File: config.mk
export PLATFORM = sky130hd
export DESIGN_NAME = elec_top
export DESIGN_NICKNAME = d
export VERILOG_FILES = /design/src/design/elec_pkg.sv /design/src/design/elec_top.sv
export SDC_FILE = /design/constraint.sdc
export NUM_CORES = 1
export LEC_CHECK = 0
export ABC_AREA = 1
export ABC_CLOCK_PERIOD_IN_PS = 2009
export BUFFER_PORTS_ARGS = -buffer_cell sky130_fd_sc_hd__clkbuf_2
export CORE_ASPECT_RATIO = 0.75
export CORE_MARGIN = 10
export CORE_UTILIZATION = 53
export CTS_CLUSTER_DIAMETER = 200
export DETAILED_ROUTE_END_ITERATION = 6
export PLACE_DENSITY = 0.76
export SLEW_MARGIN = 25
export SYNTH_ARGS = -nofsm -noshare
export SYNTH_HDL_FRONTEND = slang
export SYNTH_SLANG_ARGS = --single-unit
File: constraint.sdc
create_clock -name pclk -period 2.01 [get_ports pclk]
set_clock_uncertainty 0.15 [all_clocks]
set_input_delay 0.402 -clock pclk [delete_from_list [all_inputs] [get_ports pclk]]
set_output_delay 0.402 -clock pclk [all_outputs]
set_load 0.01 [all_outputs]
File: src/design/elec_pkg.sv
// Constants shared by the enclave leaf entry checker: register map,
// field positions, write masks, opcodes, leaf numbers and outcomes.
// Assumes a 32-bit APB with word-aligned registers.
package elec_pkg;

  // Register byte offsets
  localparam logic [11:0] OFS_MODE_STATE  = 12'h000;
  localparam logic [11:0] OFS_CAPS        = 12'h004;
  localparam logic [11:0] OFS_FEATURE_CTL = 12'h008;
  localparam logic [11:0] OFS_LEAF_LO     = 12'h00c;
  localparam logic [11:0] OFS_LEAF_HI     = 12'h010;
  localparam logic [11:0] OFS_BITMAP_LO   = 12'h014;
  localparam logic [11:0] OFS_BITMAP_HI   = 12'h018;
  localparam logic [11:0] OFS_ISSUE       = 12'h01c;
  localparam logic [11:0] OFS_RESULT      = 12'h020;

  // Mode state register fields
  localparam int MB_PROT     = 0;
  localparam int MB_PAGING   = 1;
  localparam int MB_NATFP    = 2;
  localparam int MB_TSW      = 3;
  localparam int MB_V86      = 4;
  localparam int MB_SYSMGMT  = 5;
  localparam int MB_LMA      = 6;
  localparam int MB_CSL      = 7;
  localparam int MB_CSD      = 8;
  localparam int MB_DS_EXPDN = 9;
  localparam int MB_INENCL   = 10;
  localparam int MB_VMXOP    = 11;
  localparam int MB_NONROOT  = 12;
  localparam int MB_HV_CTL   = 13;
  localparam int MB_TXACT    = 14;
  localparam int MB_PRIV_LO  = 16;
  localparam int MB_BT_U_EN  = 18;
  localparam int MB_BT_S_EN  = 19;
  localparam int MB_TRK_U    = 20;
  localparam int MB_TRK_S    = 21;
  localparam logic [31:0] MODE_MASK = 32'h003f_7fff;

  // Capability and feature-control fields
  localparam int CB_BASIC = 0;
  localparam int CB_OVERSUB = 5;
  localparam logic [31:0] CAPS_MASK = 32'h0000_0021;
  localparam int FB_LOCK = 0;
  localparam int FB_ENABLE = 1;
  localparam logic [31:0] FEAT_MASK = 32'h0000_0003;

  // Issue register fields
  localparam int IB_LOCK = 24;
  localparam int IB_OPSIZE = 25;
  localparam int IB_REP = 26;
  localparam int IB_VEX = 27;
  localparam int IB_SEGOVR = 28;
  localparam int IB_ADDRSZ = 29;
  localparam int IB_REX = 30;
  localparam logic [23:0] USER_OPCODE = 24'h0f_01d7;
  localparam logic [23:0] HYP_OPCODE  = 24'h0f_01c0;

  // Leaf numbers and counts
  localparam logic [31:0] LEAF_REPORT  = 32'h0000_0000;
  localparam logic [31:0] LEAF_KEY     = 32'h0000_0001;
  localparam logic [31:0] LEAF_ENTRY   = 32'h0000_0002;
  localparam logic [31:0] LEAF_RESUME  = 32'h0000_0003;
  localparam logic [31:0] LEAF_EXIT    = 32'h0000_0004;
  localparam logic [31:0] LEAF_ACCEPT  = 32'h0000_0005;
  localparam logic [31:0] LEAF_PEXTEND = 32'h0000_0006;
  localparam logic [31:0] LEAF_ACOPY   = 32'h0000_0007;
  localparam logic [31:0] USER_LEAF_COUNT = 32'h0000_0008;
  localparam logic [31:0] HYP_LEAF_COUNT  = 32'h0000_0003;
  localparam logic [31:0] BITMAP_LAST_LEAF = 32'h0000_003e;
  localparam logic [1:0]  PRIV_USER = 2'h3;
  localparam logic [1:0]  PRIV_KERNEL = 2'h0;
  localparam logic [15:0] GP_ERROR_CODE = 16'h0000;

  typedef enum logic [3:0] {
    OUT_IDLE, OUT_LEAF_FLOW, OUT_TX_ABORT, OUT_UD, OUT_NM,
    OUT_GP, OUT_CP, OUT_VM_EXIT, OUT_NOT_MINE
  } elec_outcome_t;

endpackage

File: src/design/elec_top.sv
// Entry checker for the user and hypervisor enclave instructions.
// Assumes an APB master on pclk; issue is posted by a write to the issue register.
// What this block does
// - Decode user opcode; leaf from low accumulator half
// - User op undefined without protection, v86, sysmgmt
// - User op below privilege three is undefined
// - User op faults GP on paging, FP-error, leaf
// - Task-switched bit gives device-not-available fault on user op
// - Wide addressing only in 64-bit mode
// - Segment, address-size, register-extension prefixes ignored
// - Lock, opsize, repeat, vector prefixes are undefined
// - User checks follow fixed order, bad prefix first, then abort
// - Feature lock or enable clear gives GP(0)
// - Wide mode is LMA AND CS.L; 16-bit user op faults
// - Inside enclave, entry or resume leaf faults
// - Outside enclave, in-enclave leaves fault
// - Branch tracker awaiting marker flags violation on user op
// - Basic capability clear makes user op undefined
// - Hypervisor op needs VMX, 64-bit code if long
// - Hypervisor op only at privilege zero
// - Guest hypervisor op exits per bitmap or undefined
// - Hypervisor op GP on paging, leaf, expand-down
// - Oversubscription capability clear makes hypervisor op undefined
// - Hypervisor op unrecognised in real and v86
//
// Chosen here: the register offsets and the APB slave port.
`timescale 1ns/1ns
module elec_top (
  input  wire logic        pclk,
  input  wire logic        presetn,
  input  wire logic        psel,
  input  wire logic        penable,
  input  wire logic        pwrite,
  input  wire logic [11:0] paddr,
  input  wire logic [31:0] pwdata,
  input  wire logic [3:0]  pstrb,
  output logic      [31:0] prdata,
  output logic             pready,
  output logic             pslverr,
  output logic      [3:0]  outcome,
  output logic             outcome_valid,
  output logic             leaf_flow_go,
  output logic      [31:0] leaf_index,
  output logic             tx_abort,
  output logic             branch_violation,
  output logic             vm_exit
);

  function automatic logic [31:0] merge_bytes(input logic [31:0] old_val,
                                              input logic [31:0] new_val,
                                              input logic [3:0]  strb,
                                              input logic [31:0] mask);
    logic [31:0] res;
    res = old_val;
    for (int i = 0; i < 4; i++) begin
      if (strb[i]) begin
        res[i*8 +: 8] = new_val[i*8 +: 8];
      end
    end
    return res & mask;
  endfunction

  logic [31:0] mode_reg;
  logic [31:0] caps_reg;
  logic [31:0] feat_reg;
  logic [31:0] leaf_lo_reg;
  logic [31:0] leaf_hi_reg;
  logic [31:0] bitmap_lo_reg;
  logic [31:0] bitmap_hi_reg;
  logic [31:0] result_reg;
  logic [31:0] prdata_reg;
  logic        pready_reg;
  logic        pslverr_reg;
  logic [3:0]  outcome_reg;
  logic        outcome_valid_reg;
  logic        leaf_flow_go_reg;
  logic [31:0] leaf_index_reg;
  logic        tx_abort_reg;
  logic        branch_violation_reg;
  logic        vm_exit_reg;

  // Bus decode: one wait state, write lands at the completing edge
  wire         access_start = psel & penable & ~pready_reg;
  wire         access_done  = psel & penable & pready_reg;
  wire         wr_done      = access_done & pwrite;
  wire         sel_mode     = paddr == elec_pkg::OFS_MODE_STATE;
  wire         sel_caps     = paddr == elec_pkg::OFS_CAPS;
  wire         sel_feat     = paddr == elec_pkg::OFS_FEATURE_CTL;
  wire         sel_leaf_lo  = paddr == elec_pkg::OFS_LEAF_LO;
  wire         sel_leaf_hi  = paddr == elec_pkg::OFS_LEAF_HI;
  wire         sel_bm_lo    = paddr == elec_pkg::OFS_BITMAP_LO;
  wire         sel_bm_hi    = paddr == elec_pkg::OFS_BITMAP_HI;
  wire         sel_issue    = paddr == elec_pkg::OFS_ISSUE;
  wire         sel_result   = paddr == elec_pkg::OFS_RESULT;
  wire         mapped       = sel_mode | sel_caps | sel_feat | sel_leaf_lo | sel_leaf_hi |
                              sel_bm_lo | sel_bm_hi | sel_issue | sel_result;
  wire         issue_fire   = wr_done & sel_issue & (&pstrb);
  wire [31:0]  read_mux     = sel_mode    ? mode_reg      :
                              sel_caps    ? caps_reg      :
                              sel_feat    ? feat_reg      :
                              sel_leaf_lo ? leaf_lo_reg   :
                              sel_leaf_hi ? leaf_hi_reg   :
                              sel_bm_lo   ? bitmap_lo_reg :
                              sel_bm_hi   ? bitmap_hi_reg :
                              sel_result  ? result_reg    : 32'h0000_0000;

  // Processor state view
  wire         prot_on      = mode_reg[elec_pkg::MB_PROT];
  wire         paging_on    = mode_reg[elec_pkg::MB_PAGING];
  wire         native_fp_on = mode_reg[elec_pkg::MB_NATFP];
  wire         task_sw      = mode_reg[elec_pkg::MB_TSW];
  wire         v86_mode     = mode_reg[elec_pkg::MB_V86];
  wire         sys_mgmt     = mode_reg[elec_pkg::MB_SYSMGMT];
  wire         lma          = mode_reg[elec_pkg::MB_LMA];
  wire         cs_long      = mode_reg[elec_pkg::MB_CSL];
  wire         cs_default   = mode_reg[elec_pkg::MB_CSD];
  wire         ds_expdn     = mode_reg[elec_pkg::MB_DS_EXPDN];
  wire         inside_encl  = mode_reg[elec_pkg::MB_INENCL];
  wire         vmx_op       = mode_reg[elec_pkg::MB_VMXOP];
  wire         vmx_nonroot  = mode_reg[elec_pkg::MB_NONROOT];
  wire         hv_exit_ctl  = mode_reg[elec_pkg::MB_HV_CTL];
  wire         tx_active    = mode_reg[elec_pkg::MB_TXACT];
  wire [1:0]   priv_level   = mode_reg[elec_pkg::MB_PRIV_LO +: 2];
  wire         basic_cap    = caps_reg[elec_pkg::CB_BASIC];
  wire         oversub_cap  = caps_reg[elec_pkg::CB_OVERSUB];
  wire         feat_bad     = ~feat_reg[elec_pkg::FB_LOCK] |
                              ~feat_reg[elec_pkg::FB_ENABLE];

  // Upper accumulator half is kept for software but never selects a leaf
  wire [31:0]  leaf         = leaf_lo_reg;
  wire [63:0]  exit_bitmap  = {bitmap_hi_reg, bitmap_lo_reg};
  wire         wide_mode    = lma & cs_long;
  wire         addr64       = wide_mode;

  // Instruction and prefix decode
  wire [23:0]  opcode       = pwdata[23:0];
  wire         is_user_op   = opcode == elec_pkg::USER_OPCODE;
  wire         is_hyp_op    = opcode == elec_pkg::HYP_OPCODE;
  wire         pfx_bad      = pwdata[elec_pkg::IB_LOCK] | pwdata[elec_pkg::IB_OPSIZE] |
                              pwdata[elec_pkg::IB_REP] | pwdata[elec_pkg::IB_VEX];
  wire         pfx_ignored  = pwdata[elec_pkg::IB_SEGOVR] | pwdata[elec_pkg::IB_ADDRSZ] |
                              (pwdata[elec_pkg::IB_REX] & wide_mode);

  // Branch tracker selected by privilege level
  wire         is_user_priv = priv_level == elec_pkg::PRIV_USER;
  wire         bt_user_wait = mode_reg[elec_pkg::MB_BT_U_EN] & mode_reg[elec_pkg::MB_TRK_U];
  wire         bt_sup_wait  = mode_reg[elec_pkg::MB_BT_S_EN] & mode_reg[elec_pkg::MB_TRK_S];
  wire         awaiting_branch_marker = is_user_priv ? bt_user_wait : bt_sup_wait;
  wire         cp_hit       = awaiting_branch_marker &
                              ((leaf != elec_pkg::LEAF_RESUME) | task_sw | sys_mgmt |
                               ~basic_cap | ~is_user_priv);

  // User enclave checks
  wire         u_ud_mode    = ~prot_on | v86_mode | sys_mgmt;
  wire         u_ud_cap     = ~basic_cap;
  wire         u_ud_priv    = ~is_user_priv;
  wire         u_leaf_bad   = leaf >= elec_pkg::USER_LEAF_COUNT;
  wire         u_ctl_bad    = ~paging_on | ~native_fp_on;
  wire         u_16bit      = ~wide_mode & ~cs_default;
  wire         entry_leaf   = (leaf == elec_pkg::LEAF_ENTRY) | (leaf == elec_pkg::LEAF_RESUME);
  wire         inner_leaf   = (leaf == elec_pkg::LEAF_REPORT) | (leaf == elec_pkg::LEAF_KEY) |
                              (leaf == elec_pkg::LEAF_EXIT) | (leaf == elec_pkg::LEAF_ACCEPT) |
                              (leaf == elec_pkg::LEAF_PEXTEND) | (leaf == elec_pkg::LEAF_ACOPY);
  wire         encl_gp_in   = inside_encl & entry_leaf;
  wire         encl_gp_out  = ~inside_encl & inner_leaf;

  // Priority chain: only the first failing check reaches the result
  wire elec_pkg::elec_outcome_t u_outcome =
      pfx_bad                ? elec_pkg::OUT_UD       :
      tx_active              ? elec_pkg::OUT_TX_ABORT :
      cp_hit                 ? elec_pkg::OUT_CP       :
      (u_ud_mode | u_ud_cap) ? elec_pkg::OUT_UD       :
      task_sw                ? elec_pkg::OUT_NM       :
      u_ud_priv              ? elec_pkg::OUT_UD       :
      feat_bad               ? elec_pkg::OUT_GP       :
      u_leaf_bad             ? elec_pkg::OUT_GP       :
      u_ctl_bad              ? elec_pkg::OUT_GP       :
      u_16bit                ? elec_pkg::OUT_GP       :
      encl_gp_in             ? elec_pkg::OUT_GP       :
      encl_gp_out            ? elec_pkg::OUT_GP       :
                               elec_pkg::OUT_LEAF_FLOW;

  // Hypervisor enclave checks
  wire         h_ud_mode    = ~prot_on | v86_mode | sys_mgmt;
  wire         h_ud_cap     = ~oversub_cap;
  wire         h_ud_vmx     = ~vmx_op | (lma & ~cs_long);
  wire         h_ud_priv    = priv_level != elec_pkg::PRIV_KERNEL;
  wire         bm_bit       = (leaf > elec_pkg::BITMAP_LAST_LEAF) ? exit_bitmap[63] :
                              exit_bitmap[leaf[5:0]];
  wire         h_guest_ud   = vmx_nonroot & ~hv_exit_ctl;
  wire         h_guest_exit = vmx_nonroot & hv_exit_ctl & bm_bit;
  wire         h_leaf_bad   = leaf >= elec_pkg::HYP_LEAF_COUNT;
  wire         h_ds_bad     = ~wide_mode & ds_expdn;

  wire elec_pkg::elec_outcome_t h_outcome =
      pfx_bad                ? elec_pkg::OUT_UD       :
      tx_active              ? elec_pkg::OUT_TX_ABORT :
      (h_ud_mode | h_ud_cap) ? elec_pkg::OUT_UD       :
      h_ud_vmx               ? elec_pkg::OUT_UD       :
      h_ud_priv              ? elec_pkg::OUT_UD       :
      h_guest_ud             ? elec_pkg::OUT_UD       :
      h_guest_exit           ? elec_pkg::OUT_VM_EXIT  :
      feat_bad               ? elec_pkg::OUT_GP       :
      h_leaf_bad             ? elec_pkg::OUT_GP       :
      ~paging_on             ? elec_pkg::OUT_GP       :
      h_ds_bad               ? elec_pkg::OUT_GP       :
                               elec_pkg::OUT_LEAF_FLOW;

  wire elec_pkg::elec_outcome_t issue_outcome =
      is_user_op ? u_outcome :
      is_hyp_op  ? h_outcome : elec_pkg::OUT_NOT_MINE;
  wire         issue_gp     = issue_outcome == elec_pkg::OUT_GP;
  wire [31:0]  result_next  = {(issue_gp ? elec_pkg::GP_ERROR_CODE : 16'h0000), 7'h00,
                               is_hyp_op, pfx_ignored, addr64, wide_mode, issue_gp,
                               issue_outcome};

  // Bus answer
  always_ff @(posedge pclk or negedge presetn) begin
    if (!presetn) begin
      pready_reg  <= 1'b0;
      pslverr_reg <= 1'b0;
      prdata_reg  <= 32'h0000_0000;
    end else begin
      pready_reg  <= access_start;
      pslverr_reg <= access_start & ~mapped;
      if (access_start) begin
        prdata_reg <= (pwrite || !mapped) ? 32'h0000_0000 : read_mux;
      end
    end
  end

  // State registers written by software
  always_ff @(posedge pclk or negedge presetn) begin
    if (!presetn) begin
      mode_reg      <= 32'h0000_0000;
      caps_reg      <= 32'h0000_0000;
      feat_reg      <= 32'h0000_0000;
      leaf_lo_reg   <= 32'h0000_0000;
      leaf_hi_reg   <= 32'h0000_0000;
      bitmap_lo_reg <= 32'h0000_0000;
      bitmap_hi_reg <= 32'h0000_0000;
    end else if (wr_done) begin
      if (sel_mode) mode_reg <= merge_bytes(mode_reg, pwdata, pstrb, elec_pkg::MODE_MASK);
      if (sel_caps) caps_reg <= merge_bytes(caps_reg, pwdata, pstrb, elec_pkg::CAPS_MASK);
      if (sel_feat) feat_reg <= merge_bytes(feat_reg, pwdata, pstrb, elec_pkg::FEAT_MASK);
      if (sel_leaf_lo) leaf_lo_reg <= merge_bytes(leaf_lo_reg, pwdata, pstrb, '1);
      if (sel_leaf_hi) leaf_hi_reg <= merge_bytes(leaf_hi_reg, pwdata, pstrb, '1);
      if (sel_bm_lo) bitmap_lo_reg <= merge_bytes(bitmap_lo_reg, pwdata, pstrb, '1);
      if (sel_bm_hi) bitmap_hi_reg <= merge_bytes(bitmap_hi_reg, pwdata, pstrb, '1);
    end
  end

  // Outcome of each issued instruction
  always_ff @(posedge pclk or negedge presetn) begin
    if (!presetn) begin
      result_reg           <= 32'h0000_0000;
      outcome_reg          <= 4'h0;
      leaf_index_reg       <= 32'h0000_0000;
      outcome_valid_reg    <= 1'b0;
      leaf_flow_go_reg     <= 1'b0;
      tx_abort_reg         <= 1'b0;
      branch_violation_reg <= 1'b0;
      vm_exit_reg          <= 1'b0;
    end else begin
      outcome_valid_reg    <= issue_fire;
      leaf_flow_go_reg     <= issue_fire & (issue_outcome == elec_pkg::OUT_LEAF_FLOW);
      tx_abort_reg         <= issue_fire & (issue_outcome == elec_pkg::OUT_TX_ABORT);
      branch_violation_reg <= issue_fire & (issue_outcome == elec_pkg::OUT_CP);
      vm_exit_reg          <= issue_fire & (issue_outcome == elec_pkg::OUT_VM_EXIT);
      if (issue_fire) begin
        result_reg     <= result_next;
        outcome_reg    <= issue_outcome;
        leaf_index_reg <= leaf;
      end
    end
  end

  assign prdata           = prdata_reg;
  assign pready           = pready_reg;
  assign pslverr          = pslverr_reg;
  assign outcome          = outcome_reg;
  assign outcome_valid    = outcome_valid_reg;
  assign leaf_flow_go     = leaf_flow_go_reg;
  assign leaf_index       = leaf_index_reg;
  assign tx_abort         = tx_abort_reg;
  assign branch_violation = branch_violation_reg;
  assign vm_exit          = vm_exit_reg;

endmodule

==> qor.txt <==
status - finished, violations left
failing checks - setup timing
Die Wd - 189.6 um
PnR worst setup slack - -0.2465 ns
Top Ports - 128
worst slew pin tran - 0.5649 ns
Syn Nets - 1531
library cells used by synthesis - 46
Synth Register Bits - 232
area of the mapped netlist - 0.01143 mm^2
share of layout cells above drive strength 1 - 26.91%
dpl cells - 2050
Core Area - 0.02118 mm^2
largest net degree at the start of global routing - 51
initial antenna violation count - 0
All-Layer GR Usage - 28.51%
startpoint types - flip-flop
count of final setup violators - 7
nets@finish - 1844
vias - 11670
worst hold start - pwdata[31]
internal reg-to-reg setup slack - -0.25 ns
Pins Over Slew Limit - 0
total CTS buffers - 23
Worst-Skew Late Latency - 0.53 ns
setup_tns - -1.438 ns
I/O Buffers - 127
TritonCTS clock tree - built
Final Hold Violating Endpoints - 0
crit path max fanout - 4
sequential area share after synthesis - 50.79%
H-tree Lvls - 1
Non-Filler Instances - 2094
Tcrit/Tclk final - 112.3%
diode count - 0
GPL Wtd Cong - 1.004
RSZ-0062 raised after global routing - yes
asr flop ratio synth - 100.0%
Final Power - 9.286 mW
largest cells by area after synthesis - dfrtp_1 (51%), nand2_1 (16%), o21ai_0 (9.3%)
Pwr per Cell Area - 621.7 mW/mm^2
Hold Slack - 0.03090 ns
site row count - 46
Max transition margin - 61.99%
drt first pass iters - 5
wire per inst - 19.29 um
initial DRC count - 1636
clock tree root buffer cell - clkbuf_16
Synthesis Warnings - 0
Starting Density - 53.96%
class of the worst hold path - input port to flip-flop
Avg Inst Size Synth - 7.733 um^2
Critical Path AT - 2.55 ns
final wirelength - 40.39 mm
Worst EP required - 2.31 ns
max_cap viols - 0
first-pass GRT wire length - 63.47 mm
number of routed nets with antenna violations - 0
hold depth - 3
hold worst-path end - bitmap_hi_reg[31]
maximum vdd ir drop - 0.5270 mV
CTS Buffer Depth - 3
crit path from - leaf[9]
Die Span Y - 147.2 um
Crit. End Element - flip-flop
Synth top area share - 50.79%
dpl ws - -0.5030 ns
post-route minimum period - 2.256 ns
Detailed Place HPWL - 30.41 mm
DRC violations left - 0
via/cell ratio - 5.573
GRT overflow - 0
Mapped Cells - 1478
vias in the first global route - 11186
EDFF count, synth - 0
clk sinks - 232
worst reg2reg path depth - 14
ys flop type - dfrtp_1
largest area contributor in the netlist - dfrtp_1
R2R Path Start - leaf[9]
Worst R2R End - tx_abort
WS Path Type - flip-flop to flip-flop
Die ar. - 0.02790 mm^2
Worst-path clk slew - 0.07 ns
P&R area growth vs syn - 30.68%
Fmax - 0.4432 GHz
Static Leakage - 7.498 nW
## report_power, final
| group | internal, mW | switching, mW |
|---|---|---|
| Sequential | 4.67 | 0.00142 |
| Combinational | 0.126 | 0.249 |
| Clock | 2.40 | 1.83 |
## critical path, cell delays in order, from the launching register on
cell and delay [ns]:
dfrtp_1 0.37, inv_1 0.12, buf_4 0.13, nand4_1 0.20
nor4_4 0.36, nand2_1 0.11, nand3_1 0.08, nand2_1 0.06
inv_2 0.05, nand2_2 0.07, nand2_2 0.08, nand2_2 0.07
nor2_4 0.10, nand3_2 0.08, nor2_1 0.11
## cell families after synthesis
group	share of synthesized area, %
AND/OR/NAND/NOR	24.35
buffers and inverters	8.407
flip-flops	50.79
AO/OA/AOI/OAI	16.45
## placed cells by master (no fill, tap or decap), drive strengths merged, types with 2 or more instances in the layout
master / n
a21oi: 47
a22oi: 8
and3: 2
buf: 226
clkbuf: 164
clkinv: 3
dfrtp: 232
inv: 165
nand2: 490
nand3: 29
nand4: 16
nor2: 111
nor3: 13
nor4: 13
o2111ai: 11
o211ai: 4
o21ai: 227
o221ai: 13
o22ai: 13
or2: 5
## area by class of cell
cell class              count  area [um^2]
clock buffers              38        711.9
clock inverters             2        16.27
fillers                  1709         6243
inverters                 167        635.6
multi-input cells        1014         4840
flip-flops and latches    232         5811
well taps                 288        360.3
repair buffers            353         2562
## metal layers
| layer | wire length [um] | global-route usage [%] | vias up |
|---|---|---|---|
| met2 | 17310 | 42.17 | 657 |
| met3 | 4431 | 6.220 | 81 |
| met1 | 17690 | 41.44 | 5513 |
| met5 | 0 | 0 | - |
| li1 | - | - | 5419 |
| met4 | 960 | 7.165 | 0 |
## cells in the mapped netlist, types with 2 or more instances
cell / count
buf_6: 5
o21ai_1: 3
o2111ai_1: 11
o221ai_1: 13
nand2_2: 7
and3_1: 2
dfrtp_1: 232
inv_1: 153
nor4_1: 12
or2_2: 5
nand2_1: 483
nand4_1: 16
nor2_4: 2
o21ai_0: 213
o22ai_1: 13
nor2_2: 6
buf_4: 4
clkinv_1: 2
clkbuf_1: 35
nand3_2: 2
nand3_1: 27
buf_2: 19
o21ai_2: 11
inv_2: 11
a21oi_1: 47
o211ai_1: 4
a22oi_1: 8
nor2_1: 103
nor3_2: 4
nor3_1: 9
## repair_timing
item | CTS | global route
pin swaps | 10 | 32
endpoints found under the hold margin | 41 | 0
setup endpoints to repair | 8 | 29
setup buffers | 2 | 1
hold buffers | 1 | 0
gates resized for setup | 25 | 46
## how the worst max path moves through the flow
stage                               to  cells after the start
after floorplan              prdata[4]                     11
after global placement    leaf_flow_go                     12
after detailed placement    outcome[1]                     13
after CTS                     tx_abort                     20
after global routing      leaf_flow_go                     19
final                         tx_abort                     14
## through the flow
step	util (%)	area, um^2
2_1_floorplan	-	11430
3_3_place_gp	65.93	13960
3_5_place_dp	65.93	13960
4_1_cts	69.87	14800
5_1_grt	70.52	14940
6_report	70.52	14940
(Power assumes the default switching activity.)
